==> config.mk <==
export PLATFORM = sky130hd
export DESIGN_NAME = lsra_top
export DESIGN_NICKNAME = d
export VERILOG_FILES = /design/src/rtl/lsra_pkg.sv /design/src/rtl/lsra_range_seq.sv /design/src/rtl/lsra_top.sv
export SDC_FILE = /design/constraint.sdc
export NUM_CORES = 1
export LEC_CHECK = 0
export BUFFER_PORTS_ARGS = -buffer_cell sky130_fd_sc_hd__clkbuf_2
export CAP_MARGIN = 0
export CORE_MARGIN = 2
export CORE_UTILIZATION = 45
export DETAILED_ROUTE_END_ITERATION = 8
export GPL_TIMING_DRIVEN = 1
export PLACE_DENSITY_LB_ADDON = 0.08
export SLEW_MARGIN = 20
export SYNTH_ARGS = -nofsm -noshare
export SYNTH_HDL_FRONTEND = slang
export SYNTH_SLANG_ARGS = --single-unit
==> constraint.sdc <==
create_clock -name clk_in -period 5.21 [get_ports clk_in]
set_clock_uncertainty 0.2 [all_clocks]
set_input_delay 0.521 -clock clk_in [delete_from_list [all_inputs] [get_ports clk_in]]
set_output_delay 0.521 -clock clk_in [all_outputs]
set_load 0.1 [all_outputs]
==> src/rtl/lsra_pkg.sv <==
// constants and types for the light sensor range and alert block
//==================================================================
// Contract
// - range field value 1100b selects automatic full-scale ranging.
// - auto range starts with a 10 ms assessment choosing the first range.
// - later ranges follow last result: low drops one or two, high adds one.
// - overflowing conversion is dropped, reassessed for 10 ms, then repeated.
// - results compared to limits; reporting changes after N identical faults.
// - config bit 4 set means latched window, clear means transparent.
// - low limit top bits 11b select end-of-conversion reporting.
// - latched: above high or below low latches alert and matching flag.
// - latched: config read clears alert, high flag and low flag.
// - latched: finished alert response drops alert, keeps flags.
// - open-drain alert; polarity 0 pulls low active, 1 pulls low idle.
// - slave address is 1000100 plus the two-bit strap selection.
// - strap is sampled at every bus transaction start.
// - on address match, data line is pulled low in ninth clock.
// - clock line low for 28 ms resets the bus state machine.
// - every byte is shifted most significant bit first.
// - bus works at 100 kHz, 400 kHz and 2.6 MHz clock rates.
// - each byte is eight bits plus one acknowledge from the receiver.
// - config read clears conversion-ready right afterwards.
// - transparent: high fault sets high flag, alert; low fault the reverse.
// - transparent mode ignores and does not answer alert response.
package lsra_pkg;
  //==================================================================
  // timing
  localparam int CLK_HZ = 25000000;
  localparam int ASSESS_MS = 10;
  localparam int SHORT_MS = 100;
  localparam int LONG_MS = 800;
  localparam int TIMEOUT_MS = 28;
  localparam int ASSESS_CYC_DEF = CLK_HZ / 1000 * ASSESS_MS;
  localparam int SHORT_CYC_DEF = CLK_HZ / 1000 * SHORT_MS;
  localparam int LONG_CYC_DEF = CLK_HZ / 1000 * LONG_MS;
  localparam int TIMEOUT_CYC_DEF = CLK_HZ / 1000 * TIMEOUT_MS;
  //==================================================================
  // register indexes and fields
  localparam logic [7:0] REG_RESULT = 8'h00;
  localparam logic [7:0] REG_CONFIG = 8'h01;
  localparam logic [7:0] REG_LOW = 8'h02;
  localparam logic [7:0] REG_HIGH = 8'h03;
  localparam int CFG_RN_LO = 12;
  localparam int CFG_CT = 11;
  localparam int CFG_MODE_LO = 9;
  localparam int CFG_CRF = 7;
  localparam int CFG_FH = 6;
  localparam int CFG_FL = 5;
  localparam int CFG_LATCH = 4;
  localparam int CFG_POL = 3;
  localparam int CFG_FC_LO = 0;
  localparam logic [15:0] CFG_WMASK = 16'hfe1b;
  localparam logic [15:0] CFG_RST = 16'hc810;
  localparam logic [15:0] HIGH_RST = 16'hbfff;
  localparam logic [1:0] MODE_OFF = 2'h0;
  localparam logic [1:0] MODE_SINGLE = 2'h1;
  localparam logic [1:0] LOW_EOC = 2'h3;
  //==================================================================
  // ranging
  localparam logic [3:0] RN_AUTO = 4'hc;
  localparam logic [3:0] RN_MAX = 4'hb;
  localparam logic [11:0] MANT_MAX = 12'hfff;
  localparam logic [11:0] MANT_LOW2 = 12'h100;
  localparam logic [11:0] MANT_LOW1 = 12'h400;
  localparam logic [11:0] MANT_HIGH = 12'hc00;
  //==================================================================
  // bus addresses
  localparam logic [6:0] SLV_BASE = 7'h44;
  localparam logic [6:0] ARA_ADDR = 7'h0c;
  typedef enum logic [2:0] {I_IDLE, I_ADDR, I_ACK, I_RX, I_TX, I_TXACK}
    lsra_bus_e;
  typedef enum logic [1:0] {C_IDLE, C_ASSESS, C_MEAS} lsra_conv_e;
endpackage

==> src/rtl/lsra_range_seq.sv <==
// conversion timing and automatic range sequencer
`timescale 1ns/1ps
module lsra_range_seq #(
  parameter int ASSESS_CYC = lsra_pkg::ASSESS_CYC_DEF,
  parameter int SHORT_CYC = lsra_pkg::SHORT_CYC_DEF,
  parameter int LONG_CYC = lsra_pkg::LONG_CYC_DEF
) (
  input wire logic clk_in,
  input wire logic rst_n_in,
  input wire logic run_in,
  input wire logic ct_in,
  input wire logic [3:0] rn_in,
  input wire logic [22:0] light_in,
  output logic done_out,
  output logic [15:0] result_out
);
  typedef struct packed {
    lsra_pkg::lsra_conv_e st;
    logic [24:0] tmr;
    logic [3:0] rng;
    logic done;
    logic [15:0] res;
  } lsra_seq_s;
  lsra_seq_s s, n;
  logic [22:0] mant_w;
  logic ovf, auto_w;
  logic [24:0] meas_len;
  logic [3:0] rn_man;

  //==================================================================
  // range helpers
  function automatic logic [3:0] lsra_pick(input logic [22:0] l);
    lsra_pick = lsra_pkg::RN_MAX;
    for (int i = int'(lsra_pkg::RN_MAX); i >= 0; i--) begin
      if ((l >> i) <= 23'(lsra_pkg::MANT_MAX)) lsra_pick = 4'(i);
    end
  endfunction

  assign mant_w = light_in >> s.rng;
  assign ovf = |mant_w[22:12];
  assign auto_w = rn_in == lsra_pkg::RN_AUTO;
  assign meas_len = ct_in ? 25'(LONG_CYC - 1) : 25'(SHORT_CYC - 1);
  assign rn_man = (rn_in > lsra_pkg::RN_MAX) ? lsra_pkg::RN_MAX : rn_in;

  //==================================================================
  // sequencer
  always_comb begin
    n = s;
    n.done = 1'b0;
    unique case (s.st)
      lsra_pkg::C_IDLE: begin
        if (run_in) begin
          n.st = auto_w ? lsra_pkg::C_ASSESS : lsra_pkg::C_MEAS;
          n.tmr = auto_w ? 25'(ASSESS_CYC - 1) : meas_len;
          n.rng = auto_w ? s.rng : rn_man;
        end
      end
      lsra_pkg::C_ASSESS: begin
        if (!run_in) begin
          n.st = lsra_pkg::C_IDLE;
        end else if (s.tmr != '0) begin
          n.tmr = s.tmr - 25'd1;
        end else begin
          n.rng = lsra_pick(light_in);
          n.st = lsra_pkg::C_MEAS;
          n.tmr = meas_len;
        end
      end
      lsra_pkg::C_MEAS: begin
        if (!run_in) begin
          n.st = lsra_pkg::C_IDLE;
        end else if (s.tmr != '0) begin
          n.tmr = s.tmr - 25'd1;
        end else if (ovf && auto_w) begin
          n.st = lsra_pkg::C_ASSESS;
          n.tmr = 25'(ASSESS_CYC - 1);
        end else begin
          n.done = 1'b1;
          n.res = {s.rng, ovf ? lsra_pkg::MANT_MAX : mant_w[11:0]};
          n.tmr = meas_len;
          n.rng = rn_man;
          if (auto_w) begin
            n.rng = s.rng;
            if (mant_w[11:0] < lsra_pkg::MANT_LOW2 && s.rng > 4'h1) begin
              n.rng = s.rng - 4'h2;
            end else if (mant_w[11:0] < lsra_pkg::MANT_LOW1 &&
                         s.rng != 4'h0) begin
              n.rng = s.rng - 4'h1;
            end else if (mant_w[11:0] >= lsra_pkg::MANT_HIGH &&
                         s.rng < lsra_pkg::RN_MAX) begin
              n.rng = s.rng + 4'h1;
            end
          end
        end
      end
      default: n.st = lsra_pkg::C_IDLE;
    endcase
  end

  always_ff @(posedge clk_in) begin
    if (!rst_n_in) begin
      s <= '0;
    end else begin
      s <= n;
    end
  end

  assign done_out = s.done;
  assign result_out = s.res;
endmodule // lsra_range_seq

==> src/rtl/lsra_top.sv <==
// light sensor range, compare, alert and serial slave block
`timescale 1ns/1ps
module lsra_top #(
  parameter int ASSESS_CYC = lsra_pkg::ASSESS_CYC_DEF,
  parameter int SHORT_CYC = lsra_pkg::SHORT_CYC_DEF,
  parameter int LONG_CYC = lsra_pkg::LONG_CYC_DEF,
  parameter int TIMEOUT_CYC = lsra_pkg::TIMEOUT_CYC_DEF
) (
  input wire logic clk_in,
  input wire logic rst_n_in,
  input wire logic scl_in,
  input wire logic sda_in,
  output logic sda_out,
  output logic sda_oe_out,
  input wire logic [1:0] addr_sel_in,
  output logic int_out,
  output logic int_oe_out,
  input wire logic [22:0] light_in,
  input wire logic [7:0] reg_addr_in,
  input wire logic [15:0] reg_wdata_in,
  input wire logic reg_wr_in,
  input wire logic reg_rd_in,
  output logic [15:0] reg_rdata_out
);
  typedef struct packed {
    logic scl_m, scl_s, scl_d;
    logic sda_m, sda_s, sda_d;
    logic [1:0] asel_m, asel_s;
    lsra_pkg::lsra_bus_e st;
    logic [3:0] bitcnt;
    logic [7:0] shreg;
    logic [1:0] bidx;
    logic rw, ara, sda_drv, hi_next, rd_pend;
    logic [6:0] slv;
    logic [7:0] ptr, wbuf;
    logic [15:0] txword;
    logic [23:0] tocnt;
    logic [15:0] cfg, low, high, rdata;
    logic int_act;
    logic [1:0] last;
    logic [3:0] fcnt;
  } lsra_top_s;
  lsra_top_s s, n;

  logic rise, fall, start, stop, to_hit;
  logic i2c_wr, i2c_rd, ara_done, alert_ok;
  logic acc_wr, acc_rd, cfg_rd, eoc, hi_f, lo_f, trig;
  logic [7:0] acc_addr;
  logic [15:0] acc_wdata, rd_mux;
  logic [1:0] oc;
  logic [3:0] newcnt, need;
  logic seq_done;
  logic [15:0] result_w;

  //==================================================================
  // helpers
  function automatic logic [26:0] lsra_lin(input logic [15:0] v);
    lsra_lin = 27'(v[11:0]) << v[15:12];
  endfunction

  //==================================================================
  // conversion sequencer
  lsra_range_seq #(
    .ASSESS_CYC(ASSESS_CYC),
    .SHORT_CYC(SHORT_CYC),
    .LONG_CYC(LONG_CYC)
  ) u_seq (
    .clk_in(clk_in),
    .rst_n_in(rst_n_in),
    .run_in(s.cfg[lsra_pkg::CFG_MODE_LO +: 2] != lsra_pkg::MODE_OFF),
    .ct_in(s.cfg[lsra_pkg::CFG_CT]),
    .rn_in(s.cfg[lsra_pkg::CFG_RN_LO +: 4]),
    .light_in(light_in),
    .done_out(seq_done),
    .result_out(result_w)
  );

  //==================================================================
  // bus line events
  assign rise = s.scl_s & ~s.scl_d;
  assign fall = ~s.scl_s & s.scl_d;
  assign start = s.scl_s & s.scl_d & s.sda_d & ~s.sda_s;
  assign stop = s.scl_s & s.scl_d & ~s.sda_d & s.sda_s;
  assign to_hit = ~s.scl_s && s.tocnt == 24'(TIMEOUT_CYC - 1);
  assign alert_ok = s.cfg[lsra_pkg::CFG_LATCH] & s.int_act;
  assign eoc = s.low[15:14] == lsra_pkg::LOW_EOC;
  assign hi_f = lsra_lin(result_w) > lsra_lin(s.high);
  assign lo_f = !eoc && lsra_lin(result_w) < lsra_lin(s.low);
  assign oc = {hi_f, lo_f};
  assign need = 4'h1 << s.cfg[lsra_pkg::CFG_FC_LO +: 2];

  always_comb begin
    case (acc_addr)
      lsra_pkg::REG_RESULT: rd_mux = result_w;
      lsra_pkg::REG_CONFIG: rd_mux = s.cfg;
      lsra_pkg::REG_LOW: rd_mux = s.low;
      lsra_pkg::REG_HIGH: rd_mux = s.high;
      default: rd_mux = '0;
    endcase
  end

  //==================================================================
  // serial slave and register file
  always_comb begin
    n = s;
    i2c_wr = 1'b0;
    i2c_rd = 1'b0;
    ara_done = 1'b0;
    n.scl_m = scl_in;
    n.scl_s = s.scl_m;
    n.scl_d = s.scl_s;
    n.sda_m = sda_in;
    n.sda_s = s.sda_m;
    n.sda_d = s.sda_s;
    n.asel_m = addr_sel_in;
    n.asel_s = s.asel_m;
    n.rd_pend = 1'b0;
    if (s.rd_pend) n.txword = s.rdata;
    n.tocnt = s.scl_s ? '0 : s.tocnt + 24'd1;
    if (to_hit) begin
      n.st = lsra_pkg::I_IDLE;
      n.sda_drv = 1'b0;
      n.tocnt = '0;
    end else if (start) begin
      n.st = lsra_pkg::I_ADDR;
      n.bitcnt = '0;
      n.sda_drv = 1'b0;
      n.slv = lsra_pkg::SLV_BASE | {5'h00, s.asel_s};
      n.ara = 1'b0;
    end else if (stop) begin
      n.st = lsra_pkg::I_IDLE;
      n.sda_drv = 1'b0;
    end else begin
      unique case (s.st)
        lsra_pkg::I_IDLE: n.sda_drv = 1'b0;
        lsra_pkg::I_ADDR, lsra_pkg::I_RX: begin
          if (rise && s.bitcnt != 4'h8) begin
            n.shreg = {s.shreg[6:0], s.sda_s};
            n.bitcnt = s.bitcnt + 4'h1;
          end else if (fall && s.bitcnt == 4'h8) begin
            n.st = lsra_pkg::I_ACK;
            n.sda_drv = 1'b1;
            if (s.st == lsra_pkg::I_ADDR) begin
              n.rw = s.shreg[0];
              n.bidx = '0;
              n.hi_next = 1'b1;
              n.ara = s.shreg[7:1] == lsra_pkg::ARA_ADDR && s.shreg[0] &&
                      alert_ok;
              if (n.ara) begin
                n.txword = {s.slv, 1'b0, s.slv, 1'b0};
              end else if (s.shreg[7:1] != s.slv) begin
                n.st = lsra_pkg::I_IDLE;
                n.sda_drv = 1'b0;
              end else if (s.shreg[0]) begin
                i2c_rd = 1'b1;
                n.rd_pend = 1'b1;
              end
            end else if (s.bidx == 2'h0) begin
              n.ptr = s.shreg;
              n.bidx = 2'h1;
            end else if (s.bidx == 2'h1) begin
              n.wbuf = s.shreg;
              n.bidx = 2'h2;
            end else begin
              i2c_wr = 1'b1;
              n.bidx = 2'h1;
            end
          end
        end
        lsra_pkg::I_ACK: begin
          if (fall) begin
            n.bitcnt = '0;
            if (s.rw) begin
              n.st = lsra_pkg::I_TX;
              n.shreg = s.hi_next ? s.txword[15:8] : s.txword[7:0];
              n.sda_drv = s.hi_next ? ~s.txword[15] : ~s.txword[7];
              n.hi_next = ~s.hi_next;
            end else begin
              n.st = lsra_pkg::I_RX;
              n.sda_drv = 1'b0;
            end
          end
        end
        lsra_pkg::I_TX: begin
          if (fall) begin
            n.bitcnt = s.bitcnt + 4'h1;
            n.shreg = {s.shreg[6:0], 1'b0};
            n.sda_drv = ~s.shreg[6];
            if (s.bitcnt == 4'h7) begin
              n.st = lsra_pkg::I_TXACK;
              n.sda_drv = 1'b0;
            end
          end
        end
        lsra_pkg::I_TXACK: begin
          if (rise) begin
            if (s.ara) begin
              ara_done = 1'b1;
              n.st = lsra_pkg::I_IDLE;
            end else if (s.sda_s) begin
              n.st = lsra_pkg::I_IDLE;
            end else begin
              n.st = lsra_pkg::I_ACK;
            end
          end
        end
        default: n.st = lsra_pkg::I_IDLE;
      endcase
    end

    acc_wr = reg_wr_in | i2c_wr;
    acc_rd = reg_rd_in | i2c_rd;
    acc_addr = (reg_wr_in | reg_rd_in) ? reg_addr_in : s.ptr;
    acc_wdata = reg_wr_in ? reg_wdata_in : {s.wbuf, s.shreg};
    cfg_rd = acc_rd && acc_addr == lsra_pkg::REG_CONFIG;
    if (acc_rd) n.rdata = rd_mux;
    if (acc_wr) begin
      case (acc_addr)
        lsra_pkg::REG_CONFIG: begin
          n.cfg = (acc_wdata & lsra_pkg::CFG_WMASK) |
                  (s.cfg & ~lsra_pkg::CFG_WMASK);
          if (acc_wdata[lsra_pkg::CFG_MODE_LO +: 2] != lsra_pkg::MODE_OFF)
            n.cfg[lsra_pkg::CFG_CRF] = 1'b0;
        end
        lsra_pkg::REG_LOW: n.low = acc_wdata;
        lsra_pkg::REG_HIGH: n.high = acc_wdata;
        default: n.low = s.low;
      endcase
    end
    if (cfg_rd) begin
      n.cfg[lsra_pkg::CFG_CRF] = 1'b0;
      if (s.cfg[lsra_pkg::CFG_LATCH] || eoc) n.int_act = 1'b0;
      if (s.cfg[lsra_pkg::CFG_LATCH]) begin
        n.cfg[lsra_pkg::CFG_FH] = 1'b0;
        n.cfg[lsra_pkg::CFG_FL] = 1'b0;
      end
    end
    if (ara_done && s.cfg[lsra_pkg::CFG_LATCH]) n.int_act = 1'b0;

    newcnt = (oc == s.last && s.fcnt != 4'hf) ? s.fcnt + 4'h1 :
             (oc == s.last) ? s.fcnt : 4'h1;
    trig = seq_done && oc != 2'h0 && newcnt >= need;
    if (seq_done) begin
      n.cfg[lsra_pkg::CFG_CRF] = 1'b1;
      if (s.cfg[lsra_pkg::CFG_MODE_LO +: 2] == lsra_pkg::MODE_SINGLE)
        n.cfg[lsra_pkg::CFG_MODE_LO +: 2] = lsra_pkg::MODE_OFF;
      n.last = oc;
      n.fcnt = newcnt;
      if (eoc) n.int_act = 1'b1;
    end
    if (trig) begin
      if (s.cfg[lsra_pkg::CFG_LATCH]) begin
        n.int_act = 1'b1;
        if (hi_f) n.cfg[lsra_pkg::CFG_FH] = 1'b1;
        if (lo_f) n.cfg[lsra_pkg::CFG_FL] = 1'b1;
      end else begin
        n.cfg[lsra_pkg::CFG_FH] = hi_f;
        n.cfg[lsra_pkg::CFG_FL] = ~hi_f;
        n.int_act = eoc ? n.int_act : hi_f;
      end
    end
  end

  always_ff @(posedge clk_in) begin
    if (!rst_n_in) begin
      s <= '0;
      s.cfg <= lsra_pkg::CFG_RST;
      s.high <= lsra_pkg::HIGH_RST;
    end else begin
      s <= n;
    end
  end

  //==================================================================
  // pins
  assign sda_out = 1'b0;
  assign sda_oe_out = s.sda_drv;
  assign int_out = 1'b0;
  assign int_oe_out = s.cfg[lsra_pkg::CFG_POL] ? ~s.int_act :
                      s.int_act;
  assign reg_rdata_out = s.rdata;
endmodule // lsra_top

* Word-level counts from Yosys, hierarchy flattened *
Index checks and enable logic that the tools add are counted.

word-level totals
  bits of input ports = 55
  word-level logic and storage cells = 360
  output and inout port bits = 20
  bits in registers = 210

cells by class
  shift operators = 5
  magnitude comparators = 20
  reductions and logical operators = 63
  add/sub/neg operators = 7
  muxes and demuxes = 138
  eq/ne operators = 54
  bitwise logic cells = 36

operators by type and width
  cell                                                   count
  two-way mux 16 bit                                     13
  two-way mux 25 bit                                     5
  one-hot mux 29 bit (3 select lines)                    1
  << shifter 12 x 4 -> 27 bit                            3
  two-way mux 4 bit                                      18
  one-hot mux 16 bit (4 select lines)                    1
  two-way mux 1 bit                                      47
  two-way mux 46 bit                                     1
  two-way mux 2 bit                                      22
  two-way mux 43 bit                                     1
  two-way mux 21 bit                                     2
  one-hot mux 12 bit (3 select lines)                    1
  inequality test 4 bit, second input constant           8
  two-way mux 31 bit                                     1
  two-way mux 15 bit                                     2
  inequality test 2 bit, second input constant           15
  two-way mux 29 bit                                     1
  greater-than comparator 27 bit                         1
  < comparator 27 bit                                    1
  AND reduction 9 bit                                    3
  nonzero test 25 bit                                    1
  subtractor 25 x 1 -> 25 bit, second input constant     1
  adder 24 x 1 -> 24 bit, second input constant          1
  equality test 24 x 20 -> 1 bit, second input constant  1
  other kinds (72)                                       172

* Longest topological paths before layout *
  depth after elaboration = 20
  depth in mapped cells = 28

* Cells and area by module *
From an unflattened synthesis, not the netlist that was laid out.

unflattened totals
  cells, all modules = 1889
  area total of the unflattened synthesis = 15118.2 µm²

modules (own cells, without submodules)
  module          cells an instance  area each (µm²)  instances
  lsra_top        1298               10566.4          1
  lsra_range_seq  591                4551.9           1

* Least setup slack after synthesis *
No wires, ideal clock.

  path kind = register to register
  start = reg u_seq.s, in the netlist u_seq.result_out[13]
  end = reg s[6] in the netlist's numbering
  slack = -0.184 ns
  buffers on the path = 3
  required time = 4.951 ns
  arrival = 5.136 ns
  stages on the path, launching flop included = 27
  cells stage by stage = dfxtp_1 -> buf_2 -> buf_1 -> mux2i_1 -> mux2i_1 -> a21oi_1 -> mux2i_1 -> ha_1 -> a41o_1 -> a211oi_1 -> o21ai_0 -> nand3b_1 -> a2111oi_1 -> nor3_2 -> xnor2_1 -> or2_1 -> buf_2 -> nor2_1 -> ha_1 -> nand2b_1 -> a21o_1 -> a21oi_1 -> nor2b_1 -> o21ai_0 -> nor2_1 -> a32oi_1 -> o221a_2

on the way
  word-level cells in the longest chain between the ends = 9
  elaborated cells on any way between the ends = 15
  those cells by class = 3 x order compare; 1 x eq/ne; 1 x shift; 5 x mux; 5 x reduce/logical

ends and longest elaborated chain
  item                                                           line                              RTL
  from (decl)                                                    lsra_range_seq.sv:24              lsra_seq_s s, n;
  from (signal assigned)                                         lsra_range_seq.sv:104             s <= n;
  << shifter 12 x 4 -> 27 bit *                                  lsra_top.sv:58                    lsra_lin = 27'(v[11:0]) << v[15:12];
  < comparator 27 bit                                            lsra_top.sv:88                    assign lo_f = !eoc && lsra_lin(result_w) < lsra_lin(s.low);
  logical AND 1 bit                                              lsra_top.sv:88
  equality test 2 bit                                            lsra_top.sv:240, lsra_top.sv:241
  two-way mux 4 bit / logical AND 1 bit (equally long branches)  lsra_top.sv:241, lsra_top.sv:240
  two-way mux 4 bit                                              lsra_top.sv:240                   newcnt = (oc == s.last && s.fcnt != 4'hf) ? s.fcnt + 4'h1 :
  >= comparator 4 bit                                            lsra_top.sv:242                   trig = seq_done && oc != 2'h0 && newcnt >= need;
  logical AND 1 bit                                              lsra_top.sv:242
  two-way mux 1 bit *                                            lsra_top.sv:251                   if (trig) begin
  to (signal assigned)                                           lsra_top.sv:270                   s <= n;
  to (decl)                                                      lsra_top.sv:43                    lsra_top_s s, n;

Every way passes the cells marked *; elsewhere a longest branch is shown, timed or not.
A chain may end at the register's enable or synchronous reset.

* Worst setup path after layout *
  start = reg s[36] in the netlist's numbering
  end = reg s[6] in the netlist's numbering

on the way
  word-level cells in the longest chain between the ends = 8
  elaborated cells on any way between the ends = 13
  those cells by class = 2 x order compare; 1 x eq/ne; 1 x shift; 5 x mux; 4 x reduce/logical

ends and longest elaborated chain
  item                                                           line                              RTL
  << shifter 12 x 4 -> 27 bit *                                  lsra_top.sv:58
  greater-than comparator 27 bit *                               lsra_top.sv:87                    assign hi_f = lsra_lin(result_w) > lsra_lin(s.high);
  equality test 2 bit                                            lsra_top.sv:240, lsra_top.sv:241
  two-way mux 4 bit / logical AND 1 bit (equally long branches)  lsra_top.sv:241, lsra_top.sv:240
  two-way mux 4 bit                                              lsra_top.sv:240
  >= comparator 4 bit                                            lsra_top.sv:242
  logical AND 1 bit                                              lsra_top.sv:242
  two-way mux 1 bit *                                            lsra_top.sv:251

Marks and branches as above.

==> results_dict.tcl <==
set metrics [dict create \
    status "completed" \
    whs_path_depth 2 \
    drt-pass1-iter-count 5 \
    start_kind "register" \
    hold_path_end "n[161]" \
    p_seq_frac 0.368 \
    cp_top_family "simple AND/OR/NAND/NOR gates" \
    path_clk_slew_ps 60 \
    wire_per_inst_um 19.0 \
    die_y_um 184 \
    syn_inst 1824 \
    start_util 0.453 \
    drc 0 \
    crit_slowest_cell "dfxtp_1" \
    reg2reg_depth 25 \
    period_needed_ps 4930 \
    grt_pass1_wl_mm 71.5 \
    vias 13800 \
    n_antenna_cell 0 \
    setup-tns-final_ps 0 \
    rows 66 \
    hp-class "input port to register" \
    cts_sinks 208 \
    initialDrtViolationCount 1022 \
    irDropWorstVdd_mv 0.209 \
    pin_count 75 \
    cap_violations 0 \
    core_area_um2 32300 \
    worst_slew_pin_slew_ps 1030 \
    cp-end-kind "register" \
    post-synth-top-area-fraction 0.284 \
    power_uw 4780 \
    drtAntennaViolNets 0 \
    dp_hpwl_mm 33.9 \
    yosysWarnings 0 \
    ys_seq_area_frac 0.284 \
    use_met3 0.0215 \
    synth_seq_cells 208 \
    post-route-util 0.528 \
    r2r_setup_slack_ps 280 \
    grt.overflow.total 0 \
    finalNetCount 2033 \
    cts_buffers 25 \
    swShare 0.327 \
    clock.fmax_ghz 0.203 \
    synth_area_leaders "dfxtp_1 28%, mux2i_1 9.6%, nor2_1 6.0%" \
    drive_gt1_frac 0.195 \
    synth_top_area_cell "dfxtp_1" \
    comb_power_share 0.253 \
    crit_buf_inv 2 \
    r2r_start "s[36]" \
    grt_util_all_layers 0.262 \
    drv_slew 0 \
    htreeDepth 1 \
    ys_async_sr_fraction 0 \
    drt-vias-per-instance 5.81 \
    postRouteWirelength_mm 45.0 \
    finalSetupViolCount 0 \
    relSlewSlack 0.313 \
    synth-edff-count 0 \
    finalCritPeriodShare 0.947 \
    arrival_ps 5200 \
    cts_tree "built" \
    crit_required_ps 5480 \
    port_buffers 72 \
    power_density_nw_per_um2 280 \
    worstSkewPairLatency_ps 540 \
    use_met2 0.423 \
    internal-power_uw 3210 \
    clockBufferDepth 3 \
    hold_slack_ps 27.1 \
    power.leakage_uw 0.00689 \
    grt_antenna_before_repair 0 \
    top_usage_layer "met2" \
    fillers 3167 \
    crit_path_max_fanout 11 \
    syn_area_um2 14600 \
    grt_util_met1 0.385 \
    place.gp.congestion 0.920 \
    grt_max_degree 76 \
    path_class "register to register" \
    pwr-share-clk 0.379 \
    ys.flop_type "dfxtp_1" \
    area_growth_pct 16.3 \
    p_switching_uw 1560 \
    fp.dieW_um 184 \
    worstHoldStart "sda_in" \
    hold_viol_final 0 \
    critPathMaxStageDelay_ps 350 \
    cts-root-buf "clkbuf_16" \
    grt_pass1_vias 12700 \
    syn_area_per_cell_um2 8.03 \
    die_area_um2 34000 \
    synth.distinct_cells 92 \
    timing.rr.end "s[6]" \
]
-- placed cells by master, fill, tap and decap left out, types with 16 or more instances in the layout --
cell type,synthesis,final
nor2_1,234,233
and3_1,21,21
xor2_1,24,24
mux2_2,23,23
mux2i_1,140,130
buf_4,20,109
xnor2_1,18,17
nand3_1,53,53
a21oi_1,147,136
clkbuf_2,0,72
inv_1,31,30
mux4_2,31,31
clkbuf_16,0,25
nor3_1,39,37
o21ai_0,111,94
or2_2,18,18
a211oi_1,36,35
ha_1,70,69
nor3b_1,18,18
o211ai_1,32,32
and2_1,16,16
nand2_1,187,186
dfxtp_1,208,203
-- area by class of cell --
| type | instances | area (µm²) | area share |
|---|---|---|---|
| inverter | 35 | 133 | 0.00779 |
| sequential | 208 | 4180 | 0.245 |
| multi-input combinational | 1447 | 9980 | 0.586 |
| clock inverter | 9 | 113 | 0.00661 |
| clock buffer | 36 | 747 | 0.0439 |
| timing repair buffer | 191 | 1330 | 0.0782 |
| tap | 442 | 553 | 0.0325 |
-- kinds of logic after synthesis --
kind of cell,after synthesis,synth area share
AND/OR/NAND/NOR,686,0.222
AO/OA/AOI/OAI,451,0.192
flip-flops,208,0.284
multiplexers,196,0.163
buffers and inverters,170,0.0534
adder cells (fa/ha/maj),70,0.0598
XOR/XNOR,42,0.0251
other,1,0.000256
-- repair_timing --
action,CTS,global route
setup endpoints to repair,3,3
setup buffers,0,4
hold buffers,3,0
pin swaps,0,15
endpoints found under the hold margin,3,0
gates resized for setup,11,66
-- per-stage QoR --
stage	setup WS [ps]	cell area [µm²]	instances
after floorplan	36.8	14700	1825
after global placement	-124	15800	2316
after detailed placement	-221	15800	2316
after CTS	0.961	16700	2364
after global routing	-67.7	17000	2368
final	278	17000	2368
-- state kept, by name, indices dropped and copies added (netlist names) --
name	count
s	137
u_seq.s	31
reg_rdata_out	16
u_seq.result_out	16
n	6
sda_oe_out	1
u_seq.done_out	1
-- layer usage --
metal  share of wire  up-vias  wire length [µm]
li1                -     6757                 -
met1            0.48     6566             21600
met2            0.46      378             20500
met3           0.048       55              2170
met4           0.016        0               718
met5               0        -                 0
-- synth_stat cells (5+ instances only) --
cell / n
a211oi_1: 36
a21o_1: 11
a21oi_1: 147
a22oi_1: 13
a31oi_1: 15
and2_1: 16
and3_1: 21
buf_1: 9
buf_2: 13
buf_4: 20
buf_6: 7
clkbuf_1: 86
dfxtp_1: 208
ha_1: 70
inv_1: 31
mux2_2: 23
mux2i_1: 140
mux4_2: 31
nand2_1: 187
nand2b_1: 14
nand3_1: 53
nand3b_1: 6
nand4_1: 6
nor2_1: 234
nor2b_1: 14
nor3_1: 39
nor3b_1: 18
nor4_1: 9
o211ai_1: 32
o21a_1: 7
o21ai_0: 111
o22ai_1: 10
o31ai_1: 6
or2_2: 18
or3_1: 15
or4_1: 5
xnor2_1: 18
xor2_1: 24
-- how the worst max path moves through the flow --
| stage | startpoint | endpoint | depth (start not counted) |
|---|---|---|---|
| 2_1_floorplan | s[52] | s[6] | 26 |
| 3_3_place_gp | u_seq.result_out[13] | s[6] | 26 |
| 3_5_place_dp | u_seq.result_out[12] | s[6] | 24 |
| 4_1_cts | s[51] | s[6] | 23 |
| 5_1_grt | u_seq.result_out[13] | s[6] | 25 |
| 6_report | s[36] | s[6] | 25 |
-- power by group through the flow --
stage	Clock [µW]	Sequential (µW)	Combinational (µW)
after floorplan	0	1740	930
after global placement	0	1790	1180
after detailed placement	0	1790	1180
after CTS	1840	1760	1190
after global routing	1900	1770	1340
final	1810	1760	1210
Power figures use the tool's default switching activity.
